`src/shared/mpgt_pkg.sv`:
```
// Purpose: Constants and types for the monitor pin and supply-good timing block
// Assumes: 100 MHz pclk, APB register access
// Notes: Delay figures are in milliseconds; cycle counts derive from the clock rate

package mpgt_pkg;

    // ****************************************
    // Clock and time base
    // ****************************************
    localparam int unsigned CLK_HZ = 100_000_000;
    localparam int unsigned MS_PER_S = 1000;
    localparam int unsigned CYC_PER_MS = CLK_HZ / MS_PER_S;

    // ****************************************
    // Register map
    // ****************************************
    localparam logic [11:0] OFS_CONFIG = 12'h000;
    localparam logic [11:0] OFS_STATUS = 12'h004;
    localparam logic [11:0] OFS_INT_STATUS = 12'h008;
    localparam logic [11:0] OFS_INT_MASK = 12'h00C;
    localparam int CFG_P4_LSB = 0;
    localparam int CFG_P5_LSB = 4;
    localparam int CFG_POL = 7;
    localparam int CFG_SRC = 8;
    localparam int CFG_DEB_LSB = 9;
    localparam int CFG_ON_LSB = 11;
    localparam int CFG_OFF_LSB = 13;
    localparam logic [14:0] CFG_RESET = 15'h0000;
    localparam int INT_W = 7;
    localparam logic [6:0] MASK_RESET = 7'h00;
    localparam int INT_GOOD_RISE = 0;
    localparam int INT_GOOD_FALL = 1;
    localparam int INT_P4_OV = 2;
    localparam int INT_P4_UV = 3;
    localparam int INT_P5_OV = 4;
    localparam int INT_P5_UV = 5;
    localparam int INT_MAINS_FALL = 6;

    // ****************************************
    // Monitor pin function codes
    // ****************************************
    localparam logic [2:0] FN_GOOD_A = 3'h0;
    localparam logic [2:0] FN_GOOD_B = 3'h1;
    localparam logic [2:0] FN_POS_OV = 3'h2;
    localparam logic [2:0] FN_POS_UV = 3'h3;
    localparam logic [2:0] FN_NEG_OV = 3'h4;
    localparam logic [2:0] FN_NEG_UV = 3'h5;
    localparam logic [2:0] FN_FLAG = 3'h6;
    localparam logic [2:0] FN_FLAG_INV = 3'h7;

    // ****************************************
    // Delay tables in milliseconds
    // ****************************************
    localparam int unsigned DEB_MS_0 = 80;
    localparam int unsigned DEB_MS_1 = 0;
    localparam int unsigned DEB_MS_2 = 40;
    localparam int unsigned DEB_MS_3 = 160;
    localparam int unsigned ON_MS_0 = 400;
    localparam int unsigned ON_MS_1 = 200;
    localparam int unsigned ON_MS_2 = 800;
    localparam int unsigned ON_MS_3 = 1600;
    localparam int unsigned OFF_MS_0 = 2;
    localparam int unsigned OFF_MS_1 = 2;
    localparam int unsigned OFF_MS_2 = 1;
    localparam int unsigned OFF_MS_3 = 4;

    // ****************************************
    // Synchronised input positions
    // ****************************************
    localparam int IN_W = 7;
    localparam int IN_LOW = 0;
    localparam int IN_MID = 1;
    localparam int IN_HIGH = 2;
    localparam int IN_DAC = 3;
    localparam int IN_MS1 = 4;
    localparam int IN_MS2 = 5;
    localparam int IN_REQ = 6;

    typedef enum logic [1:0] {
        MPGT_OFF,
        MPGT_ON_WAIT,
        MPGT_GOOD,
        MPGT_OFF_WAIT
    } mpgt_seq_t;

endpackage : mpgt_pkg

```
`src/rtl/mpgt_top.sv`:
```
// Purpose: Monitor pins four and five, mains-good select, request debounce, supply-good timing
// Assumes: Comparator results arrive as asynchronous digital levels
// Notes: All state sits in one packed struct; APB slave with no wait states
//
// How it works
// - Positive overvoltage on pin four sets flag and overvoltage above 1.25 V, clears both below 1.15 V.
// - Positive undervoltage on pin four raises undervoltage below 1.25 V, sets flag above 1.35 V.
// - Negative overvoltage on pin four raises overvoltage below 1.25 V, sets flag above 1.35 V.
// - Negative undervoltage on pin four clears both below 1.15 V, sets both above 1.25 V.
// - Pin four as supply-good output uses the shared good-output polarity bit.
// - Pin five codes 000 and 001 drive mains-good with the shared polarity bit.
// - Pin five codes 010 to 110 compare against the DAC level, code 111 enables the reference.
// - The source select picks mains-good from sense one when clear, sense two when set.
// - Supply-good asserts 400, 200, 800 or 1600 ms after power enable rises.
// - Power enable drops 2, 2, 1 or 4 ms after the request takes supply-good away.

`timescale 1ns/1ns
`default_nettype none

module mpgt_top
    import mpgt_pkg::*;
#(
    parameter int unsigned CYCLES_PER_MS = CYC_PER_MS
) (
    input wire logic pclk,
    input wire logic presetn,
    input wire logic psel,
    input wire logic penable,
    input wire logic pwrite,
    input wire logic [11:0] paddr,
    input wire logic [31:0] pwdata,
    output logic [31:0] prdata,
    output logic pready,
    output logic pslverr,
    input wire logic power_on_request,
    input wire logic mains_sense_one,
    input wire logic mains_sense_two,
    input wire logic pin_four_above_low,
    input wire logic pin_four_above_mid,
    input wire logic pin_four_above_high,
    input wire logic pin_five_above_dac,
    output logic monitor_pin_four,
    output logic monitor_pin_five,
    output logic reference_out_en,
    output logic pin_four_ov,
    output logic pin_four_uv,
    output logic pin_five_ov,
    output logic pin_five_uv,
    output logic supply_good_out,
    output logic mains_good_out,
    output logic power_enable,
    output logic irq
);

    // ****************************************
    // State
    // ****************************************
    typedef struct packed {
        logic [IN_W-1:0] sync1;
        logic [IN_W-1:0] sync2;
        logic [14:0] cfg;
        logic [INT_W-1:0] int_stat;
        logic [INT_W-1:0] int_mask;
        logic hyst_lo;
        logic hyst_hi;
        logic req_deb;
        logic [31:0] deb_cnt;
        logic [31:0] seq_cnt;
        mpgt_seq_t seq;
        logic good;
        logic pen;
        logic mains;
        logic flag4;
        logic ov4;
        logic uv4;
        logic flag5;
        logic ov5;
        logic uv5;
        logic pin4;
        logic pin5;
        logic ref_en;
        logic irq;
        logic pready;
        logic pslverr;
        logic [31:0] prdata;
    } mpgt_state_t;

    mpgt_state_t cur;
    mpgt_state_t next_cur;
    logic [2:0] r4;
    logic [2:0] r5;
    logic [31:0] deb_target;
    logic [31:0] on_target;
    logic [31:0] off_target;

    // ****************************************
    // Helpers
    // ****************************************
    // Returns {flag, ov, uv} for a comparator mode
    function automatic logic [2:0] mpgt_decode(
        input logic [2:0] code,
        input logic lo,
        input logic hi
    );
        logic [2:0] r;
        r = 3'h0;
        unique case (code)
            FN_POS_OV: r = {lo, lo, 1'b0};
            FN_POS_UV: r = {hi, 1'b0, ~hi};
            FN_NEG_OV: r = {hi, ~hi, 1'b0};
            FN_NEG_UV: r = {lo, 1'b0, lo};
            FN_FLAG: r = {lo, 1'b0, 1'b0};
            FN_FLAG_INV: r = {~lo, 1'b0, 1'b0};
            FN_GOOD_A, FN_GOOD_B: r = 3'h0;
        endcase
        return r;
    endfunction : mpgt_decode

    function automatic logic [31:0] mpgt_cycles(
        input int unsigned ms
    );
        return 32'(ms * CYCLES_PER_MS);
    endfunction : mpgt_cycles

    // ****************************************
    // Next state
    // ****************************************
    always_comb begin
        logic [2:0] p4_func;
        logic [2:0] p5_func;
        logic pol;
        logic [INT_W-1:0] ev;
        logic [INT_W-1:0] clr;
        logic setup;
        logic access;
        next_cur = cur;
        p4_func = cur.cfg[CFG_P4_LSB +: 3];
        p5_func = cur.cfg[CFG_P5_LSB +: 3];
        pol = cur.cfg[CFG_POL];
        ev = '0;
        clr = '0;
        setup = psel & ~penable;
        access = psel & penable & cur.pready;

        // Two-stage synchroniser for all asynchronous levels
        next_cur.sync1 = {power_on_request, mains_sense_two, mains_sense_one,
                          pin_five_above_dac, pin_four_above_high,
                          pin_four_above_mid, pin_four_above_low};
        next_cur.sync2 = cur.sync1;

        // Hysteresis: 1.15/1.25 V band and 1.25/1.35 V band
        next_cur.hyst_lo = cur.sync2[IN_MID] | (cur.hyst_lo & cur.sync2[IN_LOW]);
        next_cur.hyst_hi = cur.sync2[IN_HIGH] | (cur.hyst_hi & cur.sync2[IN_MID]);

        next_cur.mains = cur.cfg[CFG_SRC] ? cur.sync2[IN_MS2] : cur.sync2[IN_MS1];

        // ****************************************
        // Monitor pin four
        // ****************************************
        r4 = mpgt_decode(p4_func, next_cur.hyst_lo, next_cur.hyst_hi);
        next_cur.flag4 = r4[2];
        next_cur.ov4 = r4[1];
        next_cur.uv4 = r4[0];
        next_cur.pin4 = r4[2];

        // ****************************************
        // Monitor pin five
        // ****************************************
        // DAC comparison, single threshold
        r5 = mpgt_decode(p5_func, cur.sync2[IN_DAC], cur.sync2[IN_DAC]);
        next_cur.ref_en = 1'b0;
        next_cur.flag5 = r5[2];
        next_cur.ov5 = r5[1];
        next_cur.uv5 = r5[0];
        unique case (p5_func)
            FN_GOOD_A, FN_GOOD_B: begin
                next_cur.pin5 = next_cur.mains ^ pol;
            end
            FN_FLAG_INV: begin
                next_cur.ref_en = 1'b1;
                next_cur.pin5 = 1'b0;
                next_cur.flag5 = 1'b0;
                next_cur.ov5 = 1'b0;
                next_cur.uv5 = 1'b0;
            end
            FN_POS_OV, FN_POS_UV, FN_NEG_OV, FN_NEG_UV, FN_FLAG: begin
                next_cur.pin5 = r5[2];
            end
        endcase

        // ****************************************
        // Delay selection
        // ****************************************
        // debounce table
        unique case (cur.cfg[CFG_DEB_LSB +: 2])
            2'h0: deb_target = mpgt_cycles(DEB_MS_0);
            2'h1: deb_target = mpgt_cycles(DEB_MS_1);
            2'h2: deb_target = mpgt_cycles(DEB_MS_2);
            2'h3: deb_target = mpgt_cycles(DEB_MS_3);
        endcase
        unique case (cur.cfg[CFG_ON_LSB +: 2])
            2'h0: on_target = mpgt_cycles(ON_MS_0);
            2'h1: on_target = mpgt_cycles(ON_MS_1);
            2'h2: on_target = mpgt_cycles(ON_MS_2);
            2'h3: on_target = mpgt_cycles(ON_MS_3);
        endcase
        unique case (cur.cfg[CFG_OFF_LSB +: 2])
            2'h0: off_target = mpgt_cycles(OFF_MS_0);
            2'h1: off_target = mpgt_cycles(OFF_MS_1);
            2'h2: off_target = mpgt_cycles(OFF_MS_2);
            2'h3: off_target = mpgt_cycles(OFF_MS_3);
        endcase

        // ****************************************
        // Request debounce
        // ****************************************
        // level must differ for the whole delay
        if (cur.sync2[IN_REQ] == cur.req_deb) begin
            next_cur.deb_cnt = '0;
        end else if (cur.deb_cnt + 32'h1 >= deb_target) begin
            next_cur.req_deb = cur.sync2[IN_REQ];
            next_cur.deb_cnt = '0;
        end else begin
            next_cur.deb_cnt = cur.deb_cnt + 32'h1;
        end

        // ****************************************
        // Power sequencer
        // ****************************************
        unique case (cur.seq)
            MPGT_OFF: begin
                if (cur.req_deb) begin
                    next_cur.seq = MPGT_ON_WAIT;
                    next_cur.pen = 1'b1;
                    next_cur.seq_cnt = '0;
                end
            end
            MPGT_ON_WAIT: begin
                if (!cur.req_deb) begin
                    next_cur.seq = MPGT_OFF_WAIT;
                    next_cur.seq_cnt = '0;
                end else if (cur.seq_cnt + 32'h1 >= on_target) begin
                    next_cur.seq = MPGT_GOOD;
                    next_cur.good = 1'b1;
                end else begin
                    next_cur.seq_cnt = cur.seq_cnt + 32'h1;
                end
            end
            MPGT_GOOD: begin
                if (!cur.req_deb) begin
                    next_cur.seq = MPGT_OFF_WAIT;
                    next_cur.good = 1'b0;
                    next_cur.seq_cnt = '0;
                end
            end
            MPGT_OFF_WAIT: begin
                if (cur.seq_cnt + 32'h1 >= off_target) begin
                    next_cur.seq = MPGT_OFF;
                    next_cur.pen = 1'b0;
                end else begin
                    next_cur.seq_cnt = cur.seq_cnt + 32'h1;
                end
            end
        endcase
        if (p4_func == FN_GOOD_A || p4_func == FN_GOOD_B) begin
            next_cur.pin4 = next_cur.good ^ pol;
        end

        // ****************************************
        // Interrupt events
        // ****************************************
        ev[INT_GOOD_RISE] = next_cur.good & ~cur.good;
        ev[INT_GOOD_FALL] = ~next_cur.good & cur.good;
        ev[INT_P4_OV] = next_cur.ov4 & ~cur.ov4;
        ev[INT_P4_UV] = next_cur.uv4 & ~cur.uv4;
        ev[INT_P5_OV] = next_cur.ov5 & ~cur.ov5;
        ev[INT_P5_UV] = next_cur.uv5 & ~cur.uv5;
        ev[INT_MAINS_FALL] = ~next_cur.mains & cur.mains;

        // ****************************************
        // APB slave
        // ****************************************
        next_cur.pready = 1'b0;
        next_cur.pslverr = 1'b0;
        if (setup) begin
            next_cur.pready = 1'b1;
            next_cur.prdata = '0;
            unique case (paddr)
                OFS_CONFIG: next_cur.prdata = {17'h00000, cur.cfg};
                OFS_STATUS: begin
                    next_cur.prdata = {20'h00000, cur.seq, cur.req_deb,
                                       cur.uv5, cur.ov5, cur.flag5,
                                       cur.uv4, cur.ov4, cur.flag4,
                                       cur.mains, cur.pen, cur.good};
                end
                OFS_INT_STATUS: next_cur.prdata = {25'h0000000, cur.int_stat};
                OFS_INT_MASK: next_cur.prdata = {25'h0000000, cur.int_mask};
                default: next_cur.pslverr = 1'b1;
            endcase
        end
        if (access && pwrite && !cur.pslverr) begin
            if (paddr == OFS_CONFIG) begin
                next_cur.cfg = pwdata[14:0];
            end
            if (paddr == OFS_INT_MASK) begin
                next_cur.int_mask = pwdata[INT_W-1:0];
            end
        end
        // Clear only what the read returned; a new event wins
        if (access && !pwrite && paddr == OFS_INT_STATUS) begin
            clr = cur.prdata[INT_W-1:0];
        end
        next_cur.int_stat = (cur.int_stat & ~clr) | ev;
        next_cur.irq = |(next_cur.int_stat & next_cur.int_mask);
    end

    // ****************************************
    // Registers
    // ****************************************
    always_ff @(posedge pclk or negedge presetn) begin
        if (!presetn) begin
            cur <= '0;
            cur.cfg <= CFG_RESET;
            cur.int_mask <= MASK_RESET;
            cur.seq <= MPGT_OFF;
        end else begin
            cur <= next_cur;
        end
    end

    // ****************************************
    // Outputs
    // ****************************************
    assign prdata = cur.prdata;
    assign pready = cur.pready;
    assign pslverr = cur.pslverr;
    assign monitor_pin_four = cur.pin4;
    assign monitor_pin_five = cur.pin5;
    assign reference_out_en = cur.ref_en;
    assign pin_four_ov = cur.ov4;
    assign pin_four_uv = cur.uv4;
    assign pin_five_ov = cur.ov5;
    assign pin_five_uv = cur.uv5;
    assign supply_good_out = cur.good;
    assign mains_good_out = cur.mains;
    assign power_enable = cur.pen;
    assign irq = cur.irq;

endmodule : mpgt_top

`default_nettype wire

```
`config.mk`:
```
export PLATFORM = sky130hd
export DESIGN_NAME = mpgt_top
export DESIGN_NICKNAME = d
export VERILOG_FILES = /design/src/shared/mpgt_pkg.sv /design/src/rtl/mpgt_top.sv
export SDC_FILE = /design/constraint.sdc
export NUM_CORES = 1
export LEC_CHECK = 0
export ABC_AREA = 1
export BUFFER_PORTS_ARGS = -buffer_cell sky130_fd_sc_hd__buf_4
export CORE_ASPECT_RATIO = 1.5
export CORE_MARGIN = 2
export CORE_UTILIZATION = 62
export DETAILED_ROUTE_END_ITERATION = 16
export GPL_TIMING_DRIVEN = 0
export PLACE_DENSITY_LB_ADDON = 0.1
export SLEW_MARGIN = 40
export SYNTH_ARGS = -nofsm -noshare
export SYNTH_HDL_FRONTEND = slang
export SYNTH_SLANG_ARGS = --single-unit
```
`constraint.sdc`:
```
create_clock -name pclk -period 6.6 [get_ports pclk]
set_input_delay 0.66 -clock pclk [delete_from_list [all_inputs] [get_ports pclk]]
set_output_delay 0.66 -clock pclk [all_outputs]
set_load 0.01 [all_outputs]
```
Word level (Yosys, flattened, before mapping)
Cells that the tools add are included.
{"block": "totals", "mem_bits_ro": 0, "elab_cells": 157, "ram_bits": 0, "mem_count": 0, "regBits": 159, "latchBits": 0, "out_inout_bits": 45, "in_bits": 56}
{"block": "op_classes", "mul": 0, "mux": 31, "n_shift": 0, "bitwise_logic": 32, "n_reduce_logical": 26, "eq_ne": 36, "div": 0, "magnitude_cmp": 3, "addsub": 2}
{"op": "one-hot mux 32 bit (4 select lines)", "n": 2}
{"op": "one-hot mux 34 bit (4 select lines)", "n": 1}
{"op": "2-to-1 mux 32 bit", "n": 4}
{"op": "2-to-1 mux 34 bit", "n": 3}
{"op": ">= comparator 32 bit", "n": 3}
{"op": "one-hot mux 32 bit (3 select lines)", "n": 1}
{"op": "adder 32 x 1 -> 32 bit, second input constant", "n": 2}
{"op": "one-hot mux 15 bit (4 select lines)", "n": 1}
{"op": "2-to-1 mux 35 bit", "n": 1}
{"op": "== test 12 x 4 -> 1 bit, second input constant", "n": 2}
{"op": "== test 3 bit, second input constant", "n": 8}
{"op": "2-to-1 mux 7 bit", "n": 3}
{"op": "one-hot mux 3 bit (7 select lines)", "n": 1}
{"op": "one-hot mux 3 bit (6 select lines)", "n": 1}
{"op": "== test 2 bit, second input constant", "n": 8}
{"op": "AND 7 bit", "n": 2}
{"op": "AND 1 bit", "n": 12}
{"op": "== test 12 x 3 -> 1 bit, second input constant", "n": 1}
{"op": "== test 3 x 2 -> 1 bit, second input constant", "n": 4}
{"op": "logical NOT 12 bit", "n": 1}
{"op": "inverter 1 bit", "n": 12}
{"op": "== test 2 x 1 -> 1 bit, second input constant", "n": 4}
{"op": "logical NOT 2 bit", "n": 4}
{"op": "!= test 2 bit, second input constant", "n": 4}
{"op": "24 further kinds", "n": 45}

Logic depth before layout (Yosys ltp)
{"block": "depth", "word_depth": 11, "mapped_depth": 24, "ltp_nobuf": 24}

Worst setup path after synthesis
No wires, ideal clock.
{"block": "synth_timing", "path_kind": "reg-to-reg", "startpoint": "reg cur[81] (netlist name)", "endpoint": "reg cur[89] (netlist name)", "arrival_ps": 2896, "period_less_slack_ps": 2982, "setup_time_ps": 86, "path_buffers": 1, "slack_ps": 3618, "stages_incl_launch_ff": 19, "cell_sequence": "dfrtp_1 ha_1 and3_1 nand2_1 nor2_1 inv_1 nor3_1 nand2_1 xor2_1 inv_1 ha_1 nand2_1 inv_1 a21oi_1 nand4_1 nor2_1 nand4_1 clkbuf_1 nor3_1"}
{"element": "start, declared", "line_no": "mpgt_top.sv:88", "text": "mpgt_state_t cur;"}
{"element": "start signal, assigned", "line_no": "mpgt_top.sv:327", "text": "cur <= next_cur;"}

==> impl_metrics.py <==
metrics = {
    "synth": {
        "ys_ff_latch": 142,
        "yosys.area.top_type_share_pct": 39.49,
        "synthesis.area_mm2": 0.008999,
        "yosys-top-cells-area": "dfrtp_1 39%, nand2_1 13%, ha_1 8.8%",
        "yosys.area.top_type": "dfrtp_1",
        "synth-seq-area-share_pct": 39.49,
        "yosys_warnings": 0,
        "syn_avg_cell_area_um2": 7.556,
        "syn_inst": 1191,
        "ys_types": 41,
    },
    "placement": {
        "dp_hpwl_um": 17680,
        "portBuffers": 66,
        "place.gp.congestion": 0.9718,
        "dp.cells": 1475,
    },
    "grt": {
        "grt_pass1_vias": 8217,
        "grt-ovfl-total": 0,
        "antenna_found_initial": 0,
        "grt_max_degree": 55,
        "grt_usage_pct": 31.89,
        "grt_pass1_wl_um": 38210,
    },
    "clocking": {
        "postCtsHoldBufs": 0,
        "clockBufferDepth": 2,
        "htreeDepth": 4,
        "clock-root-buffer": "clkbuf_16",
        "cts-resized-gates": 0,
        "cts_sinks": 142,
        "path_clk_slew_ns": 0.07,
        "cts_tree": "yes",
        "cts_buffers": 17,
        "clock_latency_ns": 0.43,
        "post_cts_buffers": 0,
    },
    "sta": {
        "tightest_slew_ns": 0.8254,
        "fin_skew_ns": 0.01346,
        "period_minus_slack_ns": 3.739,
        "maxSlewViolCount": 0,
        "rsz0062_at_grt": "false",
        "fin_setup_tns_ns": 0,
        "setup_viol": 0,
        "maxSlewHeadroom_pct": 44.47,
        "hold_violations": 0,
        "fin_crit_sh_pct": 56.65,
        "max_freq_mhz": 267.4,
    },
    "outcome": {
        "status": "completed",
    },
    "critical_path": {
        "worstPathMaxFanout": 10,
        "reg2reg_depth": 18,
        "cp-endpoint": "cur[102]",
        "reg2reg_from": "cur[81]",
        "rr_endpoint": "cur[102]",
        "r2r_setup_slack_ns": 2.86,
        "cp-startpoint": "cur[81]",
        "critPathKind": "reg2reg",
        "required_ns": 6.94,
        "cp.arrival_ns": 4.07,
        "setup.worst_path.end_class": "flop",
        "critPathLaunchType": "flop",
    },
    "final_layout": {
        "area_growth_pct": 17.10,
        "n_antenna_cell": 0,
        "largest_register_ffs": 114,
        "regMostFlops": "cur",
        "drive_gt1_share_pct": 12.11,
        "instances_no_fill": 1505,
        "layout.nets": 1421,
    },
    "detailed_routing": {
        "wl_um": 23530,
        "num_vias": 8212,
        "initialDrtViolationCount": 523,
        "final_antenna_net_count": 0,
        "drc": 0,
        "wl_per_cell_um": 15.64,
        "via_per_inst": 5.456,
        "drtPass1Iterations": 5,
    },
    "power": {
        "p_leak_nw": 5.397,
        "irDropWorstVdd_mv": 0.1876,
        "power_density_mw_per_mm2": 217.3,
    },
    "die": {
        "die_x_um": 102.4,
        "die_h_um": 151.6,
        "ioPinCount": 101,
        "initial_core_util_pct": 63.71,
        "num_rows": 53,
        "core_mm2": 0.01412,
        "die_area_mm2": 0.01551,
    },
    "run": {
        "cap_violations": 0,
    },
    "min_path": {
        "hp-class": "in2async",
    },
}
## through the flow
stage                     hold slack, ns  util [%]  setup WS (ns)  cell area [um2]  total power [mW]
after floorplan                   0.3312         -          3.618             9089             1.111
after global placement            0.3325     69.55          2.928             9824             1.214
after detailed placement          0.3347     70.00          2.889             9887             1.222
after CTS                         0.1033     74.58          2.852            10530             2.295
after global routing              0.1192     74.60          2.392            10540             2.366
final                            0.09608     74.60          2.861            10540             2.289
## cells in the mapped netlist, drive strengths merged
master and number:
nand2 328, inv 157, dfrtp 142, nor2 117
ha 63, o21ai 60, nand4 47, nand3 46
nor3 45, buf 41, a21oi 33, xor2 29
clkbuf 16, xnor2 11, o22ai 10, nor4 8
nand3b 7, and3 4, a211oi 3, o31ai 3
or2 3, a21o 2, a32o 2, and2 2
o211ai 2, o21a 2, o21bai 2, a2111oi 1
a21boi 1, a31oi 1, clkinv 1, conb 1
nor3b 1
## metal layers
| layer | GRT usage (%) | routed length (um) | vias up |
|---|---|---|---|
| met5 | 0 | 0 | - |
| li1 | - | - | 4020 |
| met2 | 57.24 | 12440 | 267 |
| met1 | 36.54 | 9047 | 3854 |
| met4 | 15.87 | 950 | 0 |
| met3 | 4.679 | 1094 | 71 |
## worst min path at each step
stage                  start  endpoint  cells past startpoint
floorplan           cur[152]  cur[145]                      0
global placement    cur[158]  cur[151]                      0
detailed placement  cur[155]  cur[148]                      0
CTS                  presetn   cur[75]                      1
global route         presetn   cur[75]                      1
finish               presetn   cur[75]                      1
## placed cells by master, fill, tap and decap left out, types with 5 or more instances in the layout
cell type,count
o21ai_0,60
clkbuf_1,16
clkbuf_16,17
xor2_1,29
nand3_1,46
nor2_2,6
nand2_1,323
nor2_1,107
a21oi_1,32
nand3b_1,7
nand4_1,47
dfrtp_1,142
bufinv_16,5
nand2_2,5
o22ai_1,10
nor4_1,8
xnor2_1,11
buf_4,103
nor3_1,44
ha_1,63
inv_1,157
conb_1,25
## report_power, final
group / switching (mW) / internal [mW]
sequential: 0.0214 / 0.892
clock: 0.393 / 0.682
combinational: 0.200 / 0.101
total: 0.614 / 1.68
## cells by family (layout without fill, tap and decap cells)
logic type	count (synthesis)	after routing	synth area share [%]
and+or+nand+nor	608	608	29.53
buffers and inverters	215	313	10.73
DFF	142	142	39.49
AOI/OAI and AO/OA	122	122	7.550
adders and majority gates	63	63	8.760
xor gates and xnor gates	40	40	3.893
other	1	25	0.04167
## area by class of cell
cell class / count / area, um2
Fill cell: 1164 / 3587
Inverter: 158 / 593.1
Buffer: 57 / 372.9
Timing Repair Buffer: 68 / 558.0
Multi-Input combinational cell: 858 / 4573
Tap cell: 192 / 240.2
Sequential cell: 142 / 3553
Clock inverter: 12 / 207.7
Clock buffer: 18 / 439.2
## worst max-delay path: stages, from the launching register on
cell	delay, ns
dfrtp_1	0.39
ha_1	0.21
and3_1	0.23
nand2_1	0.16
nor2_1	0.18
inv_1	0.07
nor3_1	0.29
nand2_1	0.12
xor2_1	0.20
inv_1	0.07
ha_1	0.29
nand2_1	0.09
inv_1	0.05
a21oi_1	0.14
nand4_1	0.16
nor2_1	0.13
nand4_1	0.32
clkbuf_1	0.34
nor3_1	0.20
Power figures use the tool's default switching activity.
